===== src/rrsf_defs.svh =====
// Constants for the rotate-right and set-file execution block.
// Assumes inclusion by bare name from files in the same folder.
// What this block does
// - Rotate through carry shifts the operand right, old bit 0 goes to carry, old carry to bit 7.
// - Rotate through carry is coded with top byte 0011 00da and an eight-bit file address.
// - Rotate through carry updates the carry, negative and zero flags from its result.
// - Plain rotate shifts the operand right, old bit 0 goes to bit 7, carry is untouched.
// - Plain rotate is coded with top byte 0100 00da and an eight-bit file address.
// - Plain rotate updates only the negative and zero flags.
// - Destination bit 0 sends the rotate result to the working register, 1 to the file register.
// - Bank-access bit 0 selects the access bank and ignores the bank select register.
// - Bank-access bit 1 takes the data memory bank from the bank select register.
// - Access bank with extended set enabled and address at most 95 uses indexed literal offset.
// - Fill-ones writes FFh into the addressed file register.
// - Fill-ones is coded with top byte 0110 100a and an eight-bit file address.
// - Fill-ones leaves every status flag unchanged.
// - Each instruction is one program word and completes in one instruction cycle.
// - Phase one decodes, phase two requests the file read, phase three reads the file, phase four processes and writes.
`ifndef RRSF_DEFS_SVH
`define RRSF_DEFS_SVH
`define RRSF_OPC_RRC_MASK 8'hfc
`define RRSF_OPC_RRC_VAL 8'h30
`define RRSF_OPC_RRN_MASK 8'hfc
`define RRSF_OPC_RRN_VAL 8'h40
`define RRSF_OPC_SET_MASK 8'hfe
`define RRSF_OPC_SET_VAL 8'h68
`define RRSF_D_BIT 9
`define RRSF_A_BIT 8
`define RRSF_IDX_LIMIT 8'h5f
`define RRSF_ACC_SPLIT 8'h60
`define RRSF_ACC_HI_BANK 4'hf
`define RRSF_FILL_VAL 8'hff
`define RRSF_RST_W 8'h00
`define RRSF_RST_STAT 3'h0
`endif


===== src/rrsf_pkg.sv =====
// Types for the rotate-right and set-file execution block.
// Assumes no other package.
package rrsf_pkg;
  typedef enum logic [1:0] {RRSF_PH_Q1, RRSF_PH_Q2, RRSF_PH_Q3, RRSF_PH_Q4} rrsf_phase_e;
  typedef enum logic [1:0] {RRSF_OP_NONE, RRSF_OP_RRC, RRSF_OP_RRN, RRSF_OP_SET} rrsf_op_e;
  typedef struct packed {
    logic [11:0] addr;
    logic [7:0] data;
  } rrsf_mem_s;
  typedef struct packed {
    logic carry;
    logic neg;
    logic zero;
  } rrsf_flags_s;
endpackage : rrsf_pkg

===== src/rrsf_exec.sv =====
// Execution of rotate-through-carry, plain rotate and fill-ones instructions.
// Assumes the fetch unit presents a word each Q1 and data memory answers within the strobe cycle.
`timescale 1ns/1ps
`default_nettype none
`include "rrsf_defs.svh"
module rrsf_exec (
  // Clock and reset
  input wire logic sys_clk_i,
  input wire logic srst_i,
  // Instruction from fetch
  input wire logic [15:0] instr_i,
  input wire logic instr_valid_i,
  // Configuration
  input wire logic ext_set_en_i,
  input wire logic [3:0] bank_select_reg_i,
  input wire logic [7:0] fsr2_base_i,
  // Data memory
  output rrsf_pkg::rrsf_mem_s mem_rd_o,
  output logic mem_rd_en_o,
  input wire logic [7:0] mem_rd_data_i,
  output rrsf_pkg::rrsf_mem_s mem_wr_o,
  output logic mem_wr_en_o,
  // Core state
  output logic [7:0] w_o,
  output rrsf_pkg::rrsf_flags_s flags_o,
  output logic [1:0] phase_o,
  output logic instr_done_o,
  output logic instr_hit_o
);
  rrsf_pkg::rrsf_phase_e phase_reg;
  rrsf_pkg::rrsf_op_e op_reg;
  rrsf_pkg::rrsf_op_e op_next;
  logic dest_file_reg;
  logic [11:0] addr_reg;
  logic [11:0] addr_next;
  logic [7:0] operand_reg;
  logic [7:0] result_c;
  rrsf_pkg::rrsf_flags_s flags_reg;
  rrsf_pkg::rrsf_flags_s flags_c;
  logic [7:0] w_reg;
  rrsf_pkg::rrsf_mem_s mem_rd_reg;
  logic mem_rd_en_reg;
  rrsf_pkg::rrsf_mem_s mem_wr_reg;
  logic mem_wr_en_reg;
  logic done_reg;

  // Opcode decode, used for the operation and the hit flag
  function automatic rrsf_pkg::rrsf_op_e rrsf_decode(input logic [15:0] iw);
    if ((iw[15:8] & `RRSF_OPC_RRC_MASK) == `RRSF_OPC_RRC_VAL) begin
      rrsf_decode = rrsf_pkg::RRSF_OP_RRC;
    end else if ((iw[15:8] & `RRSF_OPC_RRN_MASK) == `RRSF_OPC_RRN_VAL) begin
      rrsf_decode = rrsf_pkg::RRSF_OP_RRN;
    end else if ((iw[15:8] & `RRSF_OPC_SET_MASK) == `RRSF_OPC_SET_VAL) begin
      rrsf_decode = rrsf_pkg::RRSF_OP_SET;
    end else begin
      rrsf_decode = rrsf_pkg::RRSF_OP_NONE;
    end
  endfunction : rrsf_decode

  // Effective address formation from the a bit and file field
  function automatic logic [11:0] rrsf_ea(input logic [15:0] iw, input logic ext,
                                          input logic [3:0] bank, input logic [7:0] base);
    logic [7:0] f;
    f = iw[7:0];
    if (iw[`RRSF_A_BIT]) begin
      rrsf_ea = {bank, f};
    end else if (ext && (f <= `RRSF_IDX_LIMIT)) begin
      rrsf_ea = {4'h0, 8'(base + f)};
    end else if (f < `RRSF_ACC_SPLIT) begin
      rrsf_ea = {4'h0, f};
    end else begin
      rrsf_ea = {`RRSF_ACC_HI_BANK, f};
    end
  endfunction : rrsf_ea

  assign op_next = rrsf_decode(instr_i);
  assign addr_next = rrsf_ea(instr_i, ext_set_en_i, bank_select_reg_i, fsr2_base_i);

  rrsf_flag_unit u_flag (
    .op_i(op_reg),
    .operand_i(operand_reg),
    .flags_i(flags_reg),
    .result_o(result_c),
    .flags_o(flags_c)
  );

  // Four-phase sequencer, one instruction cycle per word
  always_ff @(posedge sys_clk_i) begin
    if (srst_i) begin
      phase_reg <= rrsf_pkg::RRSF_PH_Q1;
    end else begin
      case (phase_reg)
        rrsf_pkg::RRSF_PH_Q1: phase_reg <= rrsf_pkg::RRSF_PH_Q2;
        rrsf_pkg::RRSF_PH_Q2: phase_reg <= rrsf_pkg::RRSF_PH_Q3;
        rrsf_pkg::RRSF_PH_Q3: phase_reg <= rrsf_pkg::RRSF_PH_Q4;
        rrsf_pkg::RRSF_PH_Q4: phase_reg <= rrsf_pkg::RRSF_PH_Q1;
        default: phase_reg <= rrsf_pkg::RRSF_PH_Q1;
      endcase
    end
  end

  // Q1 decode of operation, destination and address
  always_ff @(posedge sys_clk_i) begin
    if (srst_i) begin
      op_reg <= rrsf_pkg::RRSF_OP_NONE;
      dest_file_reg <= 1'b1;
      addr_reg <= 12'h000;
    end else if (phase_reg == rrsf_pkg::RRSF_PH_Q1) begin
      op_reg <= instr_valid_i ? op_next : rrsf_pkg::RRSF_OP_NONE;
      dest_file_reg <= (op_next == rrsf_pkg::RRSF_OP_SET) || instr_i[`RRSF_D_BIT];
      addr_reg <= addr_next;
    end
  end

  // Q2 file read request; the strobe stands in Q3 and data is taken at its end
  always_ff @(posedge sys_clk_i) begin
    if (srst_i) begin
      mem_rd_reg <= '0;
      mem_rd_en_reg <= 1'b0;
    end else begin
      mem_rd_en_reg <= (phase_reg == rrsf_pkg::RRSF_PH_Q2) &&
                       (op_reg != rrsf_pkg::RRSF_OP_NONE);
      mem_rd_reg.addr <= addr_reg;
      mem_rd_reg.data <= 8'h00;
    end
  end

  // Q3 operand capture; the flag unit processes it during Q4
  always_ff @(posedge sys_clk_i) begin
    if (srst_i) begin
      operand_reg <= 8'h00;
    end else if (phase_reg == rrsf_pkg::RRSF_PH_Q3) begin
      operand_reg <= mem_rd_data_i;
    end
  end

  // Q4 write of destination, status and working register
  always_ff @(posedge sys_clk_i) begin
    if (srst_i) begin
      w_reg <= `RRSF_RST_W;
      flags_reg <= `RRSF_RST_STAT;
      mem_wr_reg <= '0;
      mem_wr_en_reg <= 1'b0;
      done_reg <= 1'b0;
    end else begin
      mem_wr_en_reg <= 1'b0;
      done_reg <= 1'b0;
      if (phase_reg == rrsf_pkg::RRSF_PH_Q4 && op_reg != rrsf_pkg::RRSF_OP_NONE) begin
        done_reg <= 1'b1;
        flags_reg <= flags_c;
        if (dest_file_reg) begin
          mem_wr_en_reg <= 1'b1;
          mem_wr_reg.addr <= addr_reg;
          mem_wr_reg.data <= result_c;
        end else begin
          w_reg <= result_c;
        end
      end
    end
  end

  assign mem_rd_o = mem_rd_reg;
  assign mem_rd_en_o = mem_rd_en_reg;
  assign mem_wr_o = mem_wr_reg;
  assign mem_wr_en_o = mem_wr_en_reg;
  assign w_o = w_reg;
  assign flags_o = flags_reg;
  assign phase_o = phase_reg;
  assign instr_done_o = done_reg;
  assign instr_hit_o = (op_next != rrsf_pkg::RRSF_OP_NONE);
endmodule : rrsf_exec
`default_nettype wire


===== src/rrsf_flag_unit.sv =====
// Result and flag calculation for the three instructions.
// Assumes a decoded operation and operand held stable for the cycle.
`timescale 1ns/1ps
`default_nettype none
`include "rrsf_defs.svh"
module rrsf_flag_unit (
  // Operation and operand
  input wire rrsf_pkg::rrsf_op_e op_i,
  input wire logic [7:0] operand_i,
  input wire rrsf_pkg::rrsf_flags_s flags_i,
  // Result
  output logic [7:0] result_o,
  output rrsf_pkg::rrsf_flags_s flags_o
);
  // Datapath and flag update
  always_comb begin
    result_o = operand_i;
    flags_o = flags_i;
    case (op_i)
      rrsf_pkg::RRSF_OP_RRC: begin
        result_o = {flags_i.carry, operand_i[7:1]};
        flags_o.carry = operand_i[0];
        flags_o.neg = flags_i.carry;
        flags_o.zero = ({flags_i.carry, operand_i[7:1]} == 8'h00);
      end
      rrsf_pkg::RRSF_OP_RRN: begin
        result_o = {operand_i[0], operand_i[7:1]};
        flags_o.neg = operand_i[0];
        flags_o.zero = (operand_i == 8'h00);
      end
      rrsf_pkg::RRSF_OP_SET: begin
        result_o = `RRSF_FILL_VAL;
      end
      default: begin
        result_o = operand_i;
      end
    endcase
  end
endmodule : rrsf_flag_unit
`default_nettype wire


===== config.mk =====
export PLATFORM = sky130hd
export DESIGN_NAME = rrsf_exec
export DESIGN_NICKNAME = d
export VERILOG_FILES = /design/src/rrsf_pkg.sv /design/src/rrsf_exec.sv /design/src/rrsf_flag_unit.sv
export VERILOG_INCLUDE_DIRS = /design/src
export SDC_FILE = /design/constraint.sdc
export NUM_CORES = 1
export LEC_CHECK = 0
export BUFFER_PORTS_ARGS = -buffer_cell sky130_fd_sc_hd__buf_4
export CAP_MARGIN = 10
export CORE_ASPECT_RATIO = 1.2
export CORE_MARGIN = 8
export CORE_UTILIZATION = 50
export CTS_BUF_LIST = sky130_fd_sc_hd__clkbuf_4
export CTS_CLUSTER_SIZE = 24
export DETAILED_ROUTE_END_ITERATION = 10
export PLACE_DENSITY = 0.78
export SLEW_MARGIN = 15
export SYNTH_ARGS = -nofsm -noshare
export SYNTH_HDL_FRONTEND = slang
export SYNTH_SLANG_ARGS = --single-unit

===== constraint.sdc =====
create_clock -name sys_clk_i -period 2.32 [get_ports sys_clk_i]
set_clock_uncertainty 0.2 [all_clocks]
set_input_delay 0 -clock sys_clk_i [delete_from_list [all_inputs] [get_ports sys_clk_i]]
set_output_delay 0 -clock sys_clk_i [all_outputs]
set_load 0.005 [all_outputs]

==> results of run 1 <==
## routing by layer
metal  up-vias  share of wire [%]  track usage [%]
met5         -                  0                0
met4         0                2.4            10.30
met3        18                7.4            5.423
met2       108                 51            34.72
met1      1419                 39            19.93
li1       1498                  -                -
## cell families after synthesis
family / after synthesis / synth area share, %
xor+xnor: 1 / 0.2774
mux: 20 / 6.537
simple gates: 142 / 20.68
buf+inv: 38 / 5.705
fa+ha+maj: 17 / 6.973
compound gates: 80 / 14.70
other cells: 1 / 0.1187
flops: 71 / 45.01
## cell usage in the layout, fill, tap and decap left out, types with 12 or more instances in the layout
master / instances
buf_4: 93
nor2_1: 41
dlygate4sd3_1: 52
o21ai_0: 12
nor2b_1: 15
a21oi_1: 40
mux2i_1: 18
ha_1: 13
dfxtp_1: 71
clkbuf_4: 12
nand2_1: 58
## worst min-delay path: cells and delay by family
kind                     cells  cell delay (ns)
buffers and inverters        1             0.08
AO/OA/AOI/OAI                2             0.18
adder cells (fa/ha/maj)      1             0.18
multiplexers                 1             0.19
## cell type report
type	count	area, sq um	area share, %
clock buffers	12	90.09	1.999
clock inverters	4	22.52	0.4999
multi-input cells	268	1617	35.88
flip-flops and latches	71	1421	31.55
inverters	9	33.78	0.7498
repair buffers	145	1219	27.05
well taps	82	102.6	2.277
## what timing repair did
item	CTS	global route
setup buffers	0	1
resized for setup	0	9
endpoints found under the hold margin	69	0
hold buffers	53	0
endpoints found under the setup margin	0	12
## through the flow
step | setup TNS (ns) | utilization, % | worst slack, ns
3_5_place_dp | 0 | 62.91 | 0.3847
3_3_place_gp | 0 | 62.91 | 0.4557
4_1_cts | 0 | 73.47 | 0.04179
5_1_grt | -0.07051 | 73.99 | -0.05481
6_report | 0 | 73.99 | 0.01535
2_1_floorplan | 0 | - | 0.5242
## final timing paths
path                                      from     endpoint  slack [ns]  cells past startpoint
worst max-delay path                instr_i[9]    op_reg[1]        0.02                      9
worst min-delay path            fsr2_base_i[4]  addr_reg[5]        0.08                      5
worst max register to register      phase_o[1]  addr_reg[0]        0.22                      6
worst min register to register     mem_wr_o[1]  mem_wr_o[1]        0.26                      2
## power breakdown
group          switching [uW]  internal (uW)
combinational             354            417
sequential               92.1           1340
clock                     400            252
total                     846           2010
==> results by group, run 1 <==
Worst setup path
  – Critical Path Fanout Max: 2
  – CP delay by family, top: buffers and inverters
  – CP cell instances: dlygate4sd3_1 -> buf_4 -> nand3b_1 -> o21a_1 -> dlygate4sd3_1 -> nor2_1 -> dlygate4sd3_1 -> nand4_1 -> a21oi_1
  – Most used cell along the critical path: dlygate4sd3_1
  – Crit-path slowest cell: dlygate4sd3_1
  – CP Capture Type: flip-flop
  – Critical path arrival: 2.43 ns
  – Worst Path Buf+Inv: 4
  – Startpoint Class: primary input
  – Max incr delay on CP: 0.57 ns
  – CP required: 2.45 ns
  – Critical path type: in2reg

Yosys
  – Ys async rst share: 0%
  – Number of flops mapped to enable cells by yosys: 0
  – Seq/Total Area, Yosys: 45.01%
  – Dominant cells by area after synthesis: dfxtp_1, nand2_1, a21oi_1
  – Synth cell types: 44
  – Post-synth top area share: 45.01%
  – Area leader, netlist: dfxtp_1
  – Ys Warns: 0
  – Prevailing post-synth register cell: dfxtp_1
  – Post-synth design cell area: 0.003158 sq mm
  – Number of synthesized register bits: 71
  – Syn avg cell area: 8.535 sq um
  – Mapped Cells: 370
  – Most frequent cell after synthesis: dfxtp_1
  – Top post-synthesis cells by count: dfxtp_1, nand2_1, nor2_1, a21oi_1, mux2i_1

Power and ir drop
  – Total design power: 2856 uW
  – LEAKAGE: 0.001924 uW
  – Pwr per Cell Area: 633.9 mW/mm^2
  – IR drop worst, VDD: 0.4496 mV

Global route
  – Total track usage: 19.40%
  – Vias in the first global route: 3034
  – Initial antenna violation count: 0
  – First-pass GRT wire length: 13790 um
  – Total grt overflow: 0
  – Largest net degree at the start of global routing: 73

Timing
  – Slew @ Worst Pin: 0.7001 ns
  – Max Freq: 0.4339 GHz
  – Fraction of the cycle the final worst path needs: 99.34%
  – Final Setup Violations: 0
  – Tmin final: 2.305 ns
  – Final hold slack: 0.07930 ns
  – Final Hold Viols: 0
  – Slew Limit Headroom: 53.33%
  – Max-slew violations: 0

Route
  – WL per Instance: 14.80 um
  – First-pass iteration count of the detailed router: 4
  – Vias: 3043
  – Post-DR vias/cell: 5.149
  – DRC: 0
  – Routed WL: 8746 um
  – Initial DRC count: 130
  – Antenna-violating nets left: 0

Clocking
  – CTS Buffer Depth: 2
  – H-tree depth: 3
  – CTS root buffer: clkbuf_4
  – Num CTS Buffers: 9
  – CTS tree: built
  – CTS Sinks: 71
  – Clk slew on worst S/H paths: 0.10 ns
  – Clock latency on the worst-skew pair: 0.40 ns

Status
  – Outcome: finished clean

Final layout
  – Final net count: 561
  – Fraction of layout cells with a size suffix above 1: 23.97%
  – Max reg flops: 20
  – Fill cells: 444
  – Final cell count without fillers: 591
  – # diodes: 0
  – Synth-to-Final Area Change: 42.67%
  – Design Area, Final: 0.004506 sq mm

Placed design
  – Dpl cell area: 0.003831 sq mm
  – Gp weighted congestion: 0.8119
  – Detailed Place HPWL: 5650 um
  – Count of input and output buffers: 88
  – DP Cell Count: 522

Die
  – I/O pin count: 97
  – Die Area: 0.009126 sq mm
  – Core area: 0.006090 sq mm
  – Rows: 31
  – Initial Util: 51.86%
  – Die Span Y: 103.1 um
  – Die X: 88.55 um

Hold path
  – Hold Path Class: in2reg

Flow run
  – Max-cap violation count: 0
Note: power is estimated with default switching activity, not from simulation.
==> run 2, diff against run 1 <==
- CORE_UTILIZATION: 50 -> 53
- PLACE_DENSITY: 0.78 -> 0.83
==> results by group, run 2 (synthesized netlist as in run 1, its figures left out) <==
Global route
  – Total grt overflow: 0 (unchanged)
  – Total track usage: 20.69% (was 19.40%)
  – Initial antenna violation count: 0 (unchanged)
  – Vias in the first global route: 3050 (was 3034)
  – Largest net degree at the start of global routing: 73 (unchanged)
  – First-pass GRT wire length: 14480 um (was 13790 um)

Timing
  – Slew @ Worst Pin: 0.6953 ns (was 0.7001 ns)
  – Tmin final: 2.257 ns (was 2.305 ns)
  – Final Setup Violations: 0 (unchanged)
  – Final Hold Viols: 0 (unchanged)
  – Final WS setup: 0.06280 ns (was 0.01535 ns)
  – Max-slew violations: 0 (unchanged)
  – Fraction of the cycle the final worst path needs: 97.29% (was 99.34%)
  – Final TNS setup: 0 ns (unchanged)
  – Max Freq: 0.4430 GHz (was 0.4339 GHz)
  – Slew Limit Headroom: 53.65% (was 53.33%)

Final layout
  – Highest-count cells in the layout ignoring fill and taps: buf_4, dfxtp_1, nand2_1 (unchanged)
  – Final net count: 562 (was 561)
  – Fill cells: 410 (was 444)
  – Commonest non-fill, non-tap cell in the layout: buf_4 (unchanged)
  – # diodes: 0 (unchanged)
  – Fraction of layout cells with a size suffix above 1: 23.53% (was 23.97%)
  – Synth-to-Final Area Change: 43.74% (was 42.67%)
  – Max reg flops: 20 (unchanged)

Route
  – Post-DR vias/cell: 5.096 (was 5.149)
  – Initial DRC count: 84 (was 130)
  – DRC: 0 (unchanged)
  – Antenna-violating nets left: 0 (unchanged)
  – Vias: 3017 (was 3043)
  – Routed WL: 8624 um (was 8746 um)
  – First-pass iteration count of the detailed router: 4 (unchanged)
  – WL per Instance: 14.57 um (was 14.80 um)

Worst setup path
  – Max incr delay on CP: 0.59 ns (was 0.57 ns)
  – CP cell instances: dlygate4sd3_1 -> buf_4 -> ha_1 -> a21o_1 -> a211oi_2 -> nor3_1 -> a21oi_1 -> a211oi_1 -> dlygate4sd3_1 (was dlygate4sd3_1 -> buf_4 -> nand3b_1 -> o21a_1 -> dlygate4sd3_1 -> nor2_1 -> dlygate4sd3_1 -> nand4_1 -> a21oi_1)
  – Critical path arrival: 2.38 ns (was 2.43 ns)
  – Most used cell along the critical path: dlygate4sd3_1 (unchanged)
  – Critical Path Fanout Max: 3 (was 2)
  – Crit-path slowest cell: dlygate4sd3_1 (unchanged)
  – Critical path type: in2reg (unchanged)
  – CP required: 2.44 ns (was 2.45 ns)
  – Startpoint Class: primary input (unchanged)
  – CP Capture Type: flip-flop (unchanged)
  – Reg2reg path depth: 5 (was 6)

Clocking
  – Clk slew on worst S/H paths: 0.12 ns (was 0.10 ns)
  – CTS Buffer Depth: 2 (unchanged)
  – Num CTS Buffers: 9 (unchanged)
  – Clock latency on the worst-skew pair: 0.42 ns (was 0.40 ns)
  – H-tree depth: 3 (unchanged)
  – CTS root buffer: clkbuf_4 (unchanged)
  – CTS Sinks: 71 (unchanged)
  – CTS tree: built (unchanged)

Power and ir drop
  – Combinational share of power: 24.6% (was 27.0%)
  – Sw Pwr: 887.2 uW (was 845.6 uW)
  – LEAKAGE: 0.001940 uW (was 0.001924 uW)
  – IR drop worst, VDD: 0.4323 mV (was 0.4496 mV)
  – Internal power: 2190 uW (was 2010 uW)
  – Seq pwr share: 46.5% (was 50.2%)
  – Switching part of the total power: 28.83% (was 29.61%)
  – Clock network power share: 28.9% (was 22.8%)
  – Pwr per Cell Area: 677.9 mW/mm^2 (was 633.9 mW/mm^2)

Flow run
  – Max-cap violation count: 0 (unchanged)

Die
  – Rows: 31 (unchanged)
  – Core area: 0.005896 sq mm (was 0.006090 sq mm)
  – Die X: 86.47 um (was 88.55 um)
  – Die Area: 0.008695 sq mm (was 0.009126 sq mm)
  – Initial Util: 53.57% (was 51.86%)
  – I/O pin count: 97 (unchanged)
  – Die Span Y: 100.6 um (was 103.1 um)

Placed design
  – Count of input and output buffers: 88 (unchanged)
  – Dpl ws: 0.3786 ns (was 0.3847 ns)
  – Detailed Place HPWL: 5677 um (was 5650 um)
  – Gp weighted congestion: 0.8118 (was 0.8119)

Hold path
  – Hold Path Class: in2reg (unchanged)
  – Hold path depth: 5 (unchanged)

Status
  – Outcome: finished clean (unchanged)
run 2: timing repair:
action                                  4_1_cts  5_1_grt
buffers inserted                              0        3
endpoints found under the setup margin        0        5
endpoints found under the hold margin        70        0
gates resized for setup                       0        4
hold buffers                                 50        0
run 2: path summary, 6_finish.rpt:
kind | from | endpoint | slack [ns]
worst max-delay path | instr_i[1] | addr_reg[3] | 0.06
worst max register to register | phase_o[0] | operand_reg[2] | 0.13
worst min register to register | mem_wr_o[7] | mem_wr_o[7] | 0.26
worst min-delay path | instr_i[8] | addr_reg[7] | 0.03
run 2: metrics by stage:
stage	total power, uW	util (%)	cells	area [sq um]	hold WS (ns)
after floorplan	1832	-	377	3184	-0.05939
after global placement	2035	65.11	523	3839	0.03280
after detailed placement	2053	65.11	523	3839	0.03754
after CTS	3057	76.38	589	4503	0.005075
after global routing	3238	76.99	592	4539	0.04887
final	3077	76.99	592	4539	0.03391
run 2: critical path, delay by kind of cell:
family | cells | cell delay (ns)
buffers and inverters | 3 | 1.28
AND/OR/NAND/NOR | 1 | 0.08
adder cells (fa/ha/maj) | 1 | 0.31
AO/OA/AOI/OAI | 4 | 0.69
run 2: routing by layer:
| metal | routed length [um] | up-vias | track usage [%] |
|---|---|---|---|
| met5 | 0 | - | 0 |
| met4 | 237 | 0 | 11.02 |
| li1 | - | 1505 | - |
| met2 | 4481 | 103 | 37.04 |
| met1 | 3433 | 1387 | 21.90 |
| met3 | 471 | 22 | 4.568 |
run 2: layout make-up:
| cell class | instances | area [sq um] | area share, % |
|---|---|---|---|
| Multi-Input combinational cell | 268 | 1593 | 35.09 |
| Sequential cell | 71 | 1421 | 31.31 |
| Timing Repair Buffer | 146 | 1225 | 26.98 |
| Tap cell | 82 | 102.6 | 2.260 |
| Clock inverter | 7 | 96.34 | 2.122 |
| Clock buffer | 9 | 67.56 | 1.488 |
| Inverter | 9 | 33.78 | 0.7442 |
run 2: power groups by stage:
| stage | Combinational, uW | Clock (uW) | Sequential (uW) |
|---|---|---|---|
| final | 758 | 888 | 1430 |
| after global routing | 835 | 953 | 1450 |
| after CTS | 724 | 904 | 1430 |
| after detailed placement | 598 | 0 | 1460 |
| after global placement | 583 | 0 | 1450 |
| after floorplan | 395 | 0 | 1440 |
